`src/pkg/mgp_pkg.sv`:
```
// mgp_pkg: constants of the multiplexed grayscale pwm engine
// assumes: one 20 MHz clock domain, wishbone register access
package mgp_pkg;
    // geometry
    localparam int CHANNELS  = 48;
    localparam int GROUPS    = 16;
    localparam int COLORS    = 3;
    localparam int VAL_W     = 16;
    localparam int SEG_W     = 7;
    localparam int POS_W     = 9;
    localparam int ECNT_W    = 4;
    localparam logic [3:0] ADDR_TOP = 4'hf;
    // command edge counts while latch is high
    localparam logic [3:0] CMD_GROUP_WRITE = 4'h1;
    localparam logic [3:0] CMD_DISP_LATCH  = 4'h3;
    localparam logic [3:0] CMD_LINE_RESET  = 4'h7;
    localparam logic [3:0] CMD_TIMING_RST  = 4'hd;
    // pin vector positions
    localparam int PIN_GRAY  = 0;
    localparam int PIN_SCLK  = 1;
    localparam int PIN_LATCH = 2;
    localparam int PIN_SDATA = 3;
    localparam int PINS      = 4;
    // register byte offsets
    localparam logic [7:0] OFS_CTRL   = 8'h00;
    localparam logic [7:0] OFS_STATUS = 8'h04;
    localparam logic [7:0] OFS_COUNT  = 8'h08;
    // control register fields
    localparam int CTRL_REFRESH = 5;
    localparam int CTRL_SPECTRUM = 8;
    localparam int CTRL_SEG_LO  = 16;
    localparam int SEGN_W       = 5;
    localparam logic [4:0] SEGN_MIN   = 5'h09;
    localparam logic [4:0] SEGN_MAX   = 5'h10;
    localparam logic [4:0] SEGN_RESET = 5'h10;
    // status register fields
    localparam int STAT_LINE_LO  = 0;
    localparam int STAT_PAT_LO   = 8;
    localparam int STAT_CAT      = 16;
    localparam int STAT_VALID    = 17;
    localparam int STAT_PENDING  = 18;
    localparam int STAT_SEG_LO   = 20;
    localparam int CNT8_W        = 8;
    localparam int SEGCNT_W      = 8;
endpackage : mgp_pkg

```
`src/rtl/mgp_pwm_engine.sv`:
```
// mgp_pwm_engine: 48-channel grayscale pwm engine with line sequencing
// assumes: pins come from outside the clock domain and are resynchronised;
// grayscale clock, serial clock and latch are far slower than ref_clk
// Functional notes
// - grayscale clock runs freely; 2^N clocks form a segment
// - on-time equals 16-bit value; zero stays off
// - control bit 8 selects enhanced spectrum mode
// - enhanced mode splits period into 128 segments
// - enhanced mode: at most 512 clocks per segment
// - low seven bits add clocks, bit-reversed order
// - each multiple of 128 adds one clock everywhere
// - full value: 512 clocks, 511 in last segment
// - commands decoded by serial edges during latch
// - line reset clears line count, sets address to 15, loads
// - refresh bit picks deferred or immediate copy
// - line reset advances the group pattern
// - timing reset clears counters, forces outputs off
// - line reset enables caterpillar suppression
// - suppression makes open-led status invalid
// - eight lines: 64 sub-periods, each scans all; engine has no line scan, only counts latches in lineCnt_ff
// - display latch loads slot then copies per refresh
// - group write loads addressed first-latch slot
//
// Implementation choices: the register offsets and register access over Wishbone.
`timescale 1ns/1ps
`default_nettype none
module mgp_pwm_engine (
    // clock, reset, freeze
    input  wire logic                         ref_clk,
    input  wire logic                         rst,
    input  wire logic                         ce,
    // wishbone classic slave
    input  wire logic                         wb_cyc_i,
    input  wire logic                         wb_stb_i,
    input  wire logic                         wb_we_i,
    input  wire logic [7:0]                   wb_adr_i,
    input  wire logic [3:0]                   wb_sel_i,
    input  wire logic [31:0]                  wb_dat_i,
    output logic      [31:0]                  wb_dat_o,
    output logic                              wb_ack_o,
    // controller pins
    input  wire logic                         grayClkPin,
    input  wire logic                         serClkPin,
    input  wire logic                         latchPin,
    input  wire logic                         serDataPin,
    // channel sinks and flags
    output logic [mgp_pkg::CHANNELS-1:0]      channelOutput,
    output logic                              caterpillarEn,
    output logic                              openLedReadValid
);
    import mgp_pkg::*;

    logic [PINS-1:0]     pinIn;
    logic [PINS-1:0]     sync1_ff, sync2_ff, sync3_ff;
    logic [PINS-1:0]     filt_ff, filtPrev_ff;
    logic [PINS-1:0]     pinRise, pinFall;
    logic [ECNT_W-1:0]   edgeCnt_ff;
    logic [CHANNELS-1:0] shift_ff;
    logic [3:0]          addr_ff;
    logic [CHANNELS-1:0] latch1_ff [GROUPS];
    logic [CHANNELS-1:0] latch2_ff [GROUPS];
    logic                cmdWrite, cmdLatch, cmdLine, cmdTiming;
    logic                grayTick, grayWrap, immCopy;
    logic [VAL_W-1:0]    grayCnt_ff;
    logic                copyNow_ff, pending_ff, forceOff_ff;
    logic [CNT8_W-1:0]   lineCnt_ff, pattern_ff;
    logic [SEGCNT_W-1:0] segCnt_ff;
    logic                catEn_ff;
    logic                spectrumMode_ff, refreshBit_ff;
    logic [SEGN_W-1:0]   segBits_ff, nxt_segBits;
    logic [VAL_W-1:0]    segMask;
    logic [VAL_W:0]      segMaskWide;
    logic [CHANNELS-1:0] nxt_chanOut, chanOut_ff;
    logic                wbReq, wbWrite, ack_ff;
    logic [31:0]         rdData, dat_ff;
    logic [SEG_W-1:0]    segIdx, segRank;
    logic [POS_W-1:0]    segPos;

    assign pinIn = {serDataPin, latchPin, serClkPin, grayClkPin};

    // three-stage resynchroniser; a level counts once stages 2 and 3 agree
    always_ff @(posedge ref_clk or posedge rst) begin
        if (rst) begin
            sync1_ff    <= '0;
            sync2_ff    <= '0;
            sync3_ff    <= '0;
            filt_ff     <= '0;
            filtPrev_ff <= '0;
        end else if (ce) begin
            sync1_ff    <= pinIn;
            sync2_ff    <= sync1_ff;
            sync3_ff    <= sync2_ff;
            filtPrev_ff <= filt_ff;
            for (int i = 0; i < PINS; i++) begin
                if (sync2_ff[i] == sync3_ff[i]) begin
                    filt_ff[i] <= sync3_ff[i];
                end
            end
        end
    end

    assign pinRise = filt_ff & ~filtPrev_ff;
    assign pinFall = ~filt_ff & filtPrev_ff;

    // serial edges counted while latch is high, saturating at the top
    always_ff @(posedge ref_clk or posedge rst) begin
        if (rst) begin
            edgeCnt_ff <= '0;
        end else if (ce) begin
            if (pinRise[PIN_LATCH]) begin
                edgeCnt_ff <= '0;
            end else if (filt_ff[PIN_LATCH] && pinRise[PIN_SCLK]
                         && edgeCnt_ff != '1) begin
                edgeCnt_ff <= edgeCnt_ff + 1'b1;
            end
        end
    end

    // decode at the latch falling edge; unknown counts are ignored
    assign cmdWrite  = pinFall[PIN_LATCH] && edgeCnt_ff == CMD_GROUP_WRITE;
    assign cmdLatch  = pinFall[PIN_LATCH] && edgeCnt_ff == CMD_DISP_LATCH;
    assign cmdLine   = pinFall[PIN_LATCH] && edgeCnt_ff == CMD_LINE_RESET;
    assign cmdTiming = pinFall[PIN_LATCH] && edgeCnt_ff == CMD_TIMING_RST;
    assign immCopy   = refreshBit_ff && (cmdLatch || cmdLine);

    // serial data enters at the lsb while latch is low
    always_ff @(posedge ref_clk or posedge rst) begin
        if (rst) begin
            shift_ff <= '0;
        end else if (ce && pinRise[PIN_SCLK] && !filt_ff[PIN_LATCH]) begin
            shift_ff <= {shift_ff[CHANNELS-2:0], filt_ff[PIN_SDATA]};
        end
    end

    // first latch slot loads and the address that walks them
    always_ff @(posedge ref_clk or posedge rst) begin
        if (rst) begin
            addr_ff <= ADDR_TOP;
            for (int g = 0; g < GROUPS; g++) begin
                latch1_ff[g] <= '0;
            end
        end else if (ce) begin
            if (cmdWrite) begin
                latch1_ff[addr_ff] <= shift_ff;
                addr_ff            <= addr_ff - 1'b1;
            end else if (cmdLatch || cmdLine) begin
                latch1_ff[addr_ff] <= shift_ff;
                addr_ff            <= ADDR_TOP;
            end
        end
    end

    assign grayTick = ce && pinRise[PIN_GRAY];
    assign grayWrap = grayTick && grayCnt_ff == '1;

    // second latch: immediate copy one cycle after the command so the
    // just-loaded slot is included, or deferred to the period wrap
    always_ff @(posedge ref_clk or posedge rst) begin
        if (rst) begin
            copyNow_ff <= 1'b0;
            pending_ff <= 1'b0;
            for (int g = 0; g < GROUPS; g++) begin
                latch2_ff[g] <= '0;
            end
        end else if (ce) begin
            copyNow_ff <= immCopy;
            if (copyNow_ff || (grayWrap && pending_ff)) begin
                latch2_ff <= latch1_ff;
            end
            if ((cmdLatch || cmdLine) && !refreshBit_ff) begin
                pending_ff <= 1'b1; // set wins over the wrap clear
            end else if (grayWrap || copyNow_ff) begin
                pending_ff <= 1'b0;
            end
        end
    end

    // grayscale counter over the 65536-clock display period; the tick
    // that lifts force-off keeps the count at zero so no on-clock is lost
    always_ff @(posedge ref_clk or posedge rst) begin
        if (rst) begin
            grayCnt_ff <= '0;
        end else if (ce) begin
            if (cmdTiming || immCopy) begin
                grayCnt_ff <= '0;
            end else if (grayTick && !forceOff_ff) begin
                grayCnt_ff <= grayCnt_ff + 1'b1;
            end
        end
    end

    // forced off until the next grayscale clock; a new force wins
    always_ff @(posedge ref_clk or posedge rst) begin
        if (rst) begin
            forceOff_ff <= 1'b1;
        end else if (ce) begin
            if (cmdTiming || immCopy) begin
                forceOff_ff <= 1'b1;
            end else if (grayTick) begin
                forceOff_ff <= 1'b0;
            end
        end
    end

    // line count, group pattern and caterpillar suppression
    always_ff @(posedge ref_clk or posedge rst) begin
        if (rst) begin
            lineCnt_ff <= '0;
            pattern_ff <= '0;
            catEn_ff   <= 1'b0;
        end else if (ce) begin
            if (cmdLine || cmdTiming) begin
                lineCnt_ff <= '0;
            end else if (cmdLatch) begin
                lineCnt_ff <= lineCnt_ff + 1'b1;
            end
            if (cmdLine) begin
                pattern_ff <= pattern_ff + 1'b1;
                catEn_ff   <= 1'b1;
            end
        end
    end

    // segment length 2^N; the count of finished segments is visible
    assign segMaskWide = (17'h1 << segBits_ff) - 17'h1;
    assign segMask     = segMaskWide[VAL_W-1:0];

    always_ff @(posedge ref_clk or posedge rst) begin
        if (rst) begin
            segCnt_ff <= '0;
        end else if (ce) begin
            if (cmdTiming) begin
                segCnt_ff <= '0;
            end else if (grayTick && (grayCnt_ff & segMask) == segMask) begin
                segCnt_ff <= segCnt_ff + 1'b1;
            end
        end
    end

    // enhanced mode: segment index and its bit-reversed rank
    assign segIdx = grayCnt_ff[VAL_W-1:POS_W];
    assign segPos = grayCnt_ff[POS_W-1:0];
    always_comb begin
        segRank = '0;
        for (int b = 0; b < SEG_W; b++) begin
            segRank[b] = segIdx[SEG_W-1-b];
        end
    end

    // per-channel on decision; channel 3g+k uses lane k of group g
    for (genvar c = 0; c < CHANNELS; c++) begin : g_chan
        logic [VAL_W-1:0] val;
        logic [POS_W:0]   limit;
        logic             extra;
        assign val   = latch2_ff[c/COLORS][(c%COLORS)*VAL_W +: VAL_W];
        assign extra = segRank < val[SEG_W-1:0];
        assign limit = {1'b0, val[VAL_W-1:SEG_W]} + {{POS_W{1'b0}}, extra};
        assign nxt_chanOut[c] = !forceOff_ff && (spectrumMode_ff
            ? ({1'b0, segPos} < limit)
            : (grayCnt_ff < val));
    end

    // outputs register the decision, one ref_clk behind the counter
    always_ff @(posedge ref_clk or posedge rst) begin
        if (rst) begin
            chanOut_ff <= '0;
        end else if (ce) begin
            chanOut_ff <= nxt_chanOut;
        end
    end

    assign channelOutput    = chanOut_ff;
    assign caterpillarEn    = catEn_ff;
    assign openLedReadValid = !catEn_ff;

    // wishbone: ack one cycle after the request, write at the ack edge
    assign wbReq   = wb_cyc_i && wb_stb_i;
    assign wbWrite = wbReq && wb_we_i && ack_ff && wb_adr_i == OFS_CTRL;

    always_comb begin
        nxt_segBits = wb_dat_i[CTRL_SEG_LO +: SEGN_W];
        if (nxt_segBits < SEGN_MIN) begin
            nxt_segBits = SEGN_MIN;
        end else if (nxt_segBits > SEGN_MAX) begin
            nxt_segBits = SEGN_MAX;
        end
    end

    always_ff @(posedge ref_clk or posedge rst) begin
        if (rst) begin
            spectrumMode_ff <= 1'b0;
            refreshBit_ff   <= 1'b0;
            segBits_ff      <= SEGN_RESET;
        end else if (ce && wbWrite) begin
            if (wb_sel_i[0]) begin
                refreshBit_ff <= wb_dat_i[CTRL_REFRESH];
            end
            if (wb_sel_i[1]) begin
                spectrumMode_ff <= wb_dat_i[CTRL_SPECTRUM];
            end
            if (wb_sel_i[2]) begin
                segBits_ff <= nxt_segBits;
            end
        end
    end

    // read mux; unmapped offsets answer with zero
    always_comb begin
        rdData = '0;
        unique case (wb_adr_i)
            OFS_CTRL: begin
                rdData[CTRL_REFRESH]            = refreshBit_ff;
                rdData[CTRL_SPECTRUM]           = spectrumMode_ff;
                rdData[CTRL_SEG_LO +: SEGN_W]   = segBits_ff;
            end
            OFS_STATUS: begin
                rdData[STAT_LINE_LO +: CNT8_W]  = lineCnt_ff;
                rdData[STAT_PAT_LO +: CNT8_W]   = pattern_ff;
                rdData[STAT_CAT]                = catEn_ff;
                rdData[STAT_VALID]              = !catEn_ff;
                rdData[STAT_PENDING]            = pending_ff;
                rdData[STAT_SEG_LO +: SEGCNT_W] = segCnt_ff;
            end
            OFS_COUNT: begin
                rdData[VAL_W-1:0]               = grayCnt_ff;
            end
            default: begin
                rdData = '0;
            end
        endcase
    end

    always_ff @(posedge ref_clk or posedge rst) begin
        if (rst) begin
            ack_ff <= 1'b0;
            dat_ff <= '0;
        end else if (ce) begin
            ack_ff <= wbReq && !ack_ff;
            if (wbReq && !ack_ff) begin
                dat_ff <= rdData;
            end
        end
    end

    assign wb_ack_o = ack_ff;
    assign wb_dat_o = dat_ff;

    logic [VAL_W-1:0] val0;
    logic [POS_W:0]   base0;
    assign val0  = latch2_ff[0][VAL_W-1:0];
    assign base0 = {1'b0, val0[VAL_W-1:SEG_W]};
endmodule : mgp_pwm_engine
`default_nettype wire

```
`config.mk`:
```
export PLATFORM = sky130hd
export DESIGN_NAME = mgp_pwm_engine
export DESIGN_NICKNAME = d
export VERILOG_FILES = /design/src/pkg/mgp_pkg.sv /design/src/rtl/mgp_pwm_engine.sv
export SDC_FILE = /design/constraint.sdc
export NUM_CORES = 2
export LEC_CHECK = 0
export ABC_AREA = 1
export BUFFER_PORTS_ARGS = -buffer_cell sky130_fd_sc_hd__buf_4
export CAP_MARGIN = 25
export CORE_ASPECT_RATIO = 1.75
export CORE_MARGIN = 2
export CORE_UTILIZATION = 55
export CTS_CLUSTER_DIAMETER = 120
export CTS_CLUSTER_SIZE = 12
export DETAILED_ROUTE_END_ITERATION = 8
export GPL_TIMING_DRIVEN = 0
export PLACE_DENSITY_LB_ADDON = 0.12
export SLEW_MARGIN = 5
export SYNTH_ARGS = -nofsm -noshare
export SYNTH_HDL_FRONTEND = slang
export SYNTH_SLANG_ARGS = --single-unit
```
`constraint.sdc`:
```
create_clock -name ref_clk -period 56.9 [get_ports ref_clk]
set_input_delay 2.845 -clock ref_clk [delete_from_list [all_inputs] [get_ports ref_clk]]
set_output_delay 2.845 -clock ref_clk [all_outputs]
set_load 0.02 [all_outputs]
```
# Yosys cells after proc, flatten, opt, wreduce, memory -nomap -nowiden

Index checks and enable logic that the tools add are counted.

Register bits after elaboration: 1739
Bits of input ports: 54
Output and inout bits: 83

$add $sub $neg: 55
$lt $le $gt $ge: 148
Eq/ne operators: 13
Shift operators: 1
Muxes and demuxes: 78
Bitwise logic cells: 6
Reductions and logical operators: 105

Operators by type and width:

| kind                  | number |
|---|---|
| $mux 768              | 2 |
| $bwmux 768            | 1 |
| $lt 16x16->1          | 48 |
| $add 9x1->10          | 48 |
| $lt 9x10->1           | 48 |
| $lt 7x7->1            | 48 |
| $demux 48 s4          | 1 |
| $logic_and 1x1->1     | 70 |
| $mux 1                | 53 |
| $mux 48               | 1 |
| $reduce_and 2->1      | 17 |
| $mux 16               | 2 |
| $mux 8                | 4 |
| $add 8x1->8 const B   | 3 |
| $add 16x1->16 const B | 1 |
| $and 16x16->16        | 1 |
| $eq 16x16->1          | 1 |
| $eq 16x16->1 const B  | 1 |
| $mux 4                | 4 |
| $shl 1x5->16 const A  | 1 |
| $sub 16x1->16 const B | 1 |
| $pmux 7 s2            | 1 |
| $reduce_bool 2->1     | 7 |
| $mux 5                | 2 |
| 26 further kinds      | 40 |

# Depth between registers and ports, before layout

Word-level depth: 8
Mapped depth: 24
Mapped depth without buffers: 23

# Least setup slack after synthesis

Ideal clock, no wire load.

Kind: reg-to-reg
Start point: register grayCnt_ff[11]
End point: register chanOut_ff[19], in the netlist channelOutput[19]
Library setup time: 0.118 ns
Arrival: 4.808 ns
Required time: 56.782 ns
Path slack: 51.974 ns
Stages on the path, launching flop included: 20
Path buffers: 0
Clock period less this slack: 4.926 ns
Cells stage by stage: dfrtp_1 -> ha_1 -> a21oi_1 -> nor2_1 -> a2111oi_0 -> ha_1 -> ha_1 -> nand2_1 -> nor2_1 -> xor2_1 -> ha_1 -> nand2_1 -> o21ai_0 -> nor2_1 -> o21ai_0 -> nand2_1 -> nand2_1 -> nand3_1 -> nand3_1 -> nand2_1

Cells in the longest elaborated chain, start to end: 5

Ends and longest elaborated chain:

| what                     | line                  | text |
|---|---|---|
| start: declaration       | mgp_pwm_engine.sv:64  | `logic [VAL_W-1:0] grayCnt_ff;` |
| start signal: assignment | mgp_pwm_engine.sv:187 | `grayCnt_ff <= grayCnt_ff + 1'b1;` |
| $lt 7x7->1               | mgp_pwm_engine.sv:256 | `assign extra = segRank < val[SEG_W-1:0];` |
| $add 9x1->10             | mgp_pwm_engine.sv:257 | `assign limit = {1'b0, val[VAL_W-1:SEG_W]} + {{POS_W{1'b0}}, extra};` |
| $lt 9x10->1              | mgp_pwm_engine.sv:259 | `? ({1'b0, segPos} < limit)` |
| $mux 1 *                 | mgp_pwm_engine.sv:259 |  |
| $logic_and 1x1->1 *      | mgp_pwm_engine.sv:258 | `assign nxt_chanOut[c] = !forceOff_ff && (spectrumMode_ff` |
| end signal: assignment   | mgp_pwm_engine.sv:268 | `chanOut_ff <= nxt_chanOut;` |
| end: declaration         | mgp_pwm_engine.sv:73  | `logic [CHANNELS-1:0] nxt_chanOut, chanOut_ff;` |

Mark *: on every way between the ends. The rest lies on a longest branch, timed or not.
A chain may end at the register's enable or synchronous reset.

# Worst setup path after layout

Start point: input port ce
End point: register latch1_ff[658] in the netlist's numbering

Cells in the longest elaborated chain, start to end: 1

Ends and longest elaborated chain:

| what                              | line                  | text |
|---|---|---|
| start: declaration                | mgp_pwm_engine.sv:31  | `input wire logic ce,` |
| $reduce_and 2->1 (no source line) | n/a                   |  |
| end signal: indexed assignment    | mgp_pwm_engine.sv:144 | `latch1_ff[addr_ff] <= shift_ff;` |
| end signal: indexed assignment    | mgp_pwm_engine.sv:147 | `latch1_ff[addr_ff] <= shift_ff;` |
| end: declaration                  | mgp_pwm_engine.sv:60  | `logic [CHANNELS-1:0] latch1_ff [GROUPS];` |

Every way passes these cells.

==> Implementation_results.wiki <==
{| class="wikitable"
! Metric !! Value
|-
| Leakage power figure || 0.05909 uW
|-
| Global-route wire length before repair || between 500000 and 600000 um
|-
| Classification of the worst-slack hold path || reg2reg
|-
| Timing-limited maximum frequency || 163.2 MHz
|-
| Final instance area || about 110000 um^2
|-
| Num Clock Sinks || ~1700
|-
| Post-layout min period || 6127 ps
|-
| Total placed cells including tap cells || 14519
|-
| Most used standard cell by instance count after synthesis || sky130_fd_sc_hd__nand2_1
|-
| Commonest cells post-synth || sky130_fd_sc_hd__nand2_1 (2025), sky130_fd_sc_hd__dfrtp_1 (1733), sky130_fd_sc_hd__a21oi_1 (1518)
|-
| Most common cell type on the critical path || sky130_fd_sc_hd__buf_2
|-
| Critical Path Start Type || input port
|-
| Net count reported at finish || 13820
|-
| Fraction of layout instances using a drive strength above 1 || 0.05670
|-
| Endpoints failing hold || 0
|-
| Count of placed standard cells in the final layout, fillers left out || 14754
|-
| Drt first-iter violations || 7379
|-
| Min-delay src || filtPrev_ff[0]
|-
| Multi-input logic area || 52020 um^2
|-
| Clock skew || 37.01 ps
|-
| Placed wire-length estimate || 251300 um
|-
| Flop and latch count out of synthesis || 1739
|-
| Buffers on Ports || 105
|-
| Pin count of the biggest net entering global routing || 121
|-
| Least-Margin Pin Slew || 1137 ps
|-
| Maximum VDD drop || 0.05789 mV
|-
| Post-Route WL || 360400 um
|-
| Post-CTS Hold Buffers || 0
|-
| Via count of the first global-routing pass || 88250
|-
| CP max FO || 10
|-
| Synthesis-to-layout area growth || 10.59%
|-
| Yosys cell types || 47
|-
| Total iterations of the first detailed-routing run || 8
|-
| Total global routing overflow || 0
|-
| CP max-delay cell || sky130_fd_sc_hd__nor2_1
|-
| Number of synthesized flops with an enable pin || 0
|-
| Reg2reg start || grayCnt_ff[15]
|-
| Total power per unit cell area || roughly 33 nW/um^2
|-
| Count of final max-slew check failures || 0
|-
| Area of the die || 189200 um^2
|-
| Reg2reg path depth || 23
|-
| Crit-path cells || buf_2 > clkinv_1 > nor2_1 > nor2_1 > nor2_2 > nand3_1 > buf_2 > buf_2 > nand2_1 > o21ai_0
|-
| Critical path type || in2reg
|-
| Die span in y || 573.9 um
|-
| Yosys warnings || 0
|-
| WHS Endpoint || filtPrev_ff[0]
|-
| Drt via density || roughly 6
|-
| Post-route fraction of the period consumed by the critical path || 0.1077
|-
| Yosys top cell by area || sky130_fd_sc_hd__dfrtp_1
|-
| Async SR Flop Fraction || 1.000
|-
| Number of max-cap violations || 0
|-
| Clock tree from TritonCTS || built
|-
| WHS Path Cells || 2
|-
| Endpoint of the lowest-slack register-to-register path || channelOutput[21]
|-
| Worst endpoint data arrival time || 6760 ps
|-
| Worst R2R Setup Slack || around 51000 ps
|-
| Synth top area cells || sky130_fd_sc_hd__dfrtp_1 (42%), sky130_fd_sc_hd__ha_1 (18%), sky130_fd_sc_hd__nand2_1 (7.4%), sky130_fd_sc_hd__a21oi_1 (7.4%), sky130_fd_sc_hd__o21ai_0 (4.9%)
|-
| Via count || 88908
|-
| I/O pin count || 137
|-
| Avg Cell Area, Syn || 8.583 um^2
|-
| Standard-cell rows || 209
|-
| Fraction of synthesized cell area taken by the top area cell type || 0.4249
|-
| Area of the core || 184900 um^2
|-
| Die width || 329.7 um
|-
| Initial antenna violation count || 32
|-
| Library cell used as clock root buffer || sky130_fd_sc_hd__clkbuf_16
|-
| Fill cell count || around 16000
|-
| Area occupied by registers || 43580 um^2
|-
| Outcome || finished, final reports clean
|-
| Gp weighted congestion || between 0.9 and 1
|-
| Setup repair after global routing missed its margin || false
|-
| Post-cts resize count || 0
|-
| Post-detailed-route DRC marker count || 0
|-
| Routed WL per cell || 24.43 um
|-
| Total Routing Usage GR || 0.3802
|-
| Cell area after synthesis || 102100 um^2
|-
| Capturing element type of the critical path || flop
|-
| H-tree depth || 4
|-
| Placed cell area || 108300 um^2
|-
| Peak per-stage delay on the critical path || 1000 ps
|-
| Final-report setup violation count || 0
|-
| Clock transition at path regs || 60 ps
|-
| CTS Buf Count || 170
|-
| Count of nets left with antenna violations after detail routing || 0
|-
| Setup tns final || 0 ps
|-
| Sequential fraction of the synthesis area || 0.4264
|-
| Required time worst endpoint || 57530 ps
|-
| Deepest clock path buffer count || 4
|-
| Clock insertion delay at the later pin of the skew report || around 840 ps
|-
| Post-CTS setup buffers || 0
|-
| Initial core utilization || 0.5521
|-
| Max transition margin || 0.2419
|-
| Post-synthesis instance total || ~12000
|-
| Most frequently used flop master after synthesis || sky130_fd_sc_hd__dfrtp_1
|}
flip-flops by register name, summed over array words and instances (netlist names), 5 cells and up:
| register | count |
|---|---|
| latch1_ff | 768 |
| g_chan.val | 759 |
| channelOutput | 48 |
| shift_ff | 48 |
| wb_dat_o | 28 |
| grayCnt_ff | 16 |
| base0 | 9 |
| lineCnt_ff | 8 |
| pattern_ff | 8 |
| segCnt_ff | 8 |
| segBits_ff | 5 |
through the flow:
stage	total power [uW]	worst slack [ps]	util	hold slack, ps
after detailed placement	2666	50170	0.5859	459.0
final	3699	50770	0.6106	472.6
after CTS	3687	51020	0.6100	474.9
after floorplan	2167	4976	-	442.2
after global routing	3899	50610	0.6101	498.5
after global placement	2557	-13680	0.5728	455.3
routing by layer:
metal | share of wire | global-route usage | vias up
met5 | 0.00024 | 0 | -
met4 | 0.10 | 0.3227 | 14
met3 | 0.073 | 0.06102 | 1343
met2 | 0.47 | 0.6212 | 3555
met1 | 0.36 | 0.4338 | 43364
li1 | - | - | 40632
layout by cell type, fill, tap and decap left out, drive strengths merged, types with 4 or more instances in the layout:
| cell | netlist | layout |
|---|---|---|
| a2111oi | 48 | 48 |
| a21oi | 1528 | 1528 |
| a31oi | 7 | 7 |
| buf | 210 | 408 |
| clkbuf | 236 | 435 |
| conb | 1 | 4 |
| dfrtp | 1733 | 1733 |
| dfstp | 6 | 6 |
| diode | 0 | 35 |
| ha | 1500 | 1500 |
| inv | 1202 | 1202 |
| nand2 | 2025 | 2025 |
| nand3 | 411 | 411 |
| nand3b | 11 | 11 |
| nand4 | 162 | 162 |
| nor2 | 1065 | 1065 |
| nor3 | 82 | 82 |
| nor4 | 25 | 25 |
| o211ai | 25 | 25 |
| o21a | 29 | 29 |
| o21ai | 1213 | 1213 |
| o31ai | 23 | 23 |
| xnor2 | 49 | 49 |
| xor2 | 285 | 285 |
worst max-delay path, delay by kind of cell:
family / cells / cell delay [ps]
buffers and inverters: 4 / 1310
AOI/OAI and AO/OA: 1 / 110
and+or+nand+nor: 5 / 2490
power breakdown:
part	internal, uW	total [uW]	switching (uW)
Sequential	1320	1410	90.1
Clock	546	1030	481
Combinational	450	1270	817
Total	2310	3700	1390
logic make-up (layout without fill, tap and decap cells):
logic type	Yosys count	in the layout	synth area share
AND/OR/NAND/NOR	3785	3785	0.1511
AO/OA/AOI/OAI	2880	2880	0.1457
buffers and inverters	1651	2049	0.06410
other	1	39	0.00003674
adder cells (fa/ha/maj)	1500	1500	0.1839
multiplexers	2	2	0.0002084
flip-flops	1739	1739	0.4264
XOR/XNOR	334	334	0.02866
layout make-up:
type / count / share of cell area
tap: 2426 / 0.02689
sequential: 1739 / 0.3861
multi-input combinational: 8505 / 0.4608
antenna: 35 / 0.0007759
timing repair buffer: 199 / 0.02714
clock buffer: 199 / 0.03959
buffer: 446 / 0.01861
inverter: 1205 / 0.04013
how the worst max path moves through the flow:
stage                     end  from  slack (ps)  cells past startpoint
2_1_floorplan        base0[0]   rst        4980                      1
3_3_place_gp    caterpillarEn   rst      -13680                      2
3_5_place_dp   latch1_ff[629]    ce       50170                     10
4_1_cts        latch1_ff[658]    ce       51020                     10
5_1_grt        grayCnt_ff[10]   rst       50610                      8
6_report       latch1_ff[658]    ce       50770                     10
(Power assumes the default switching activity.)
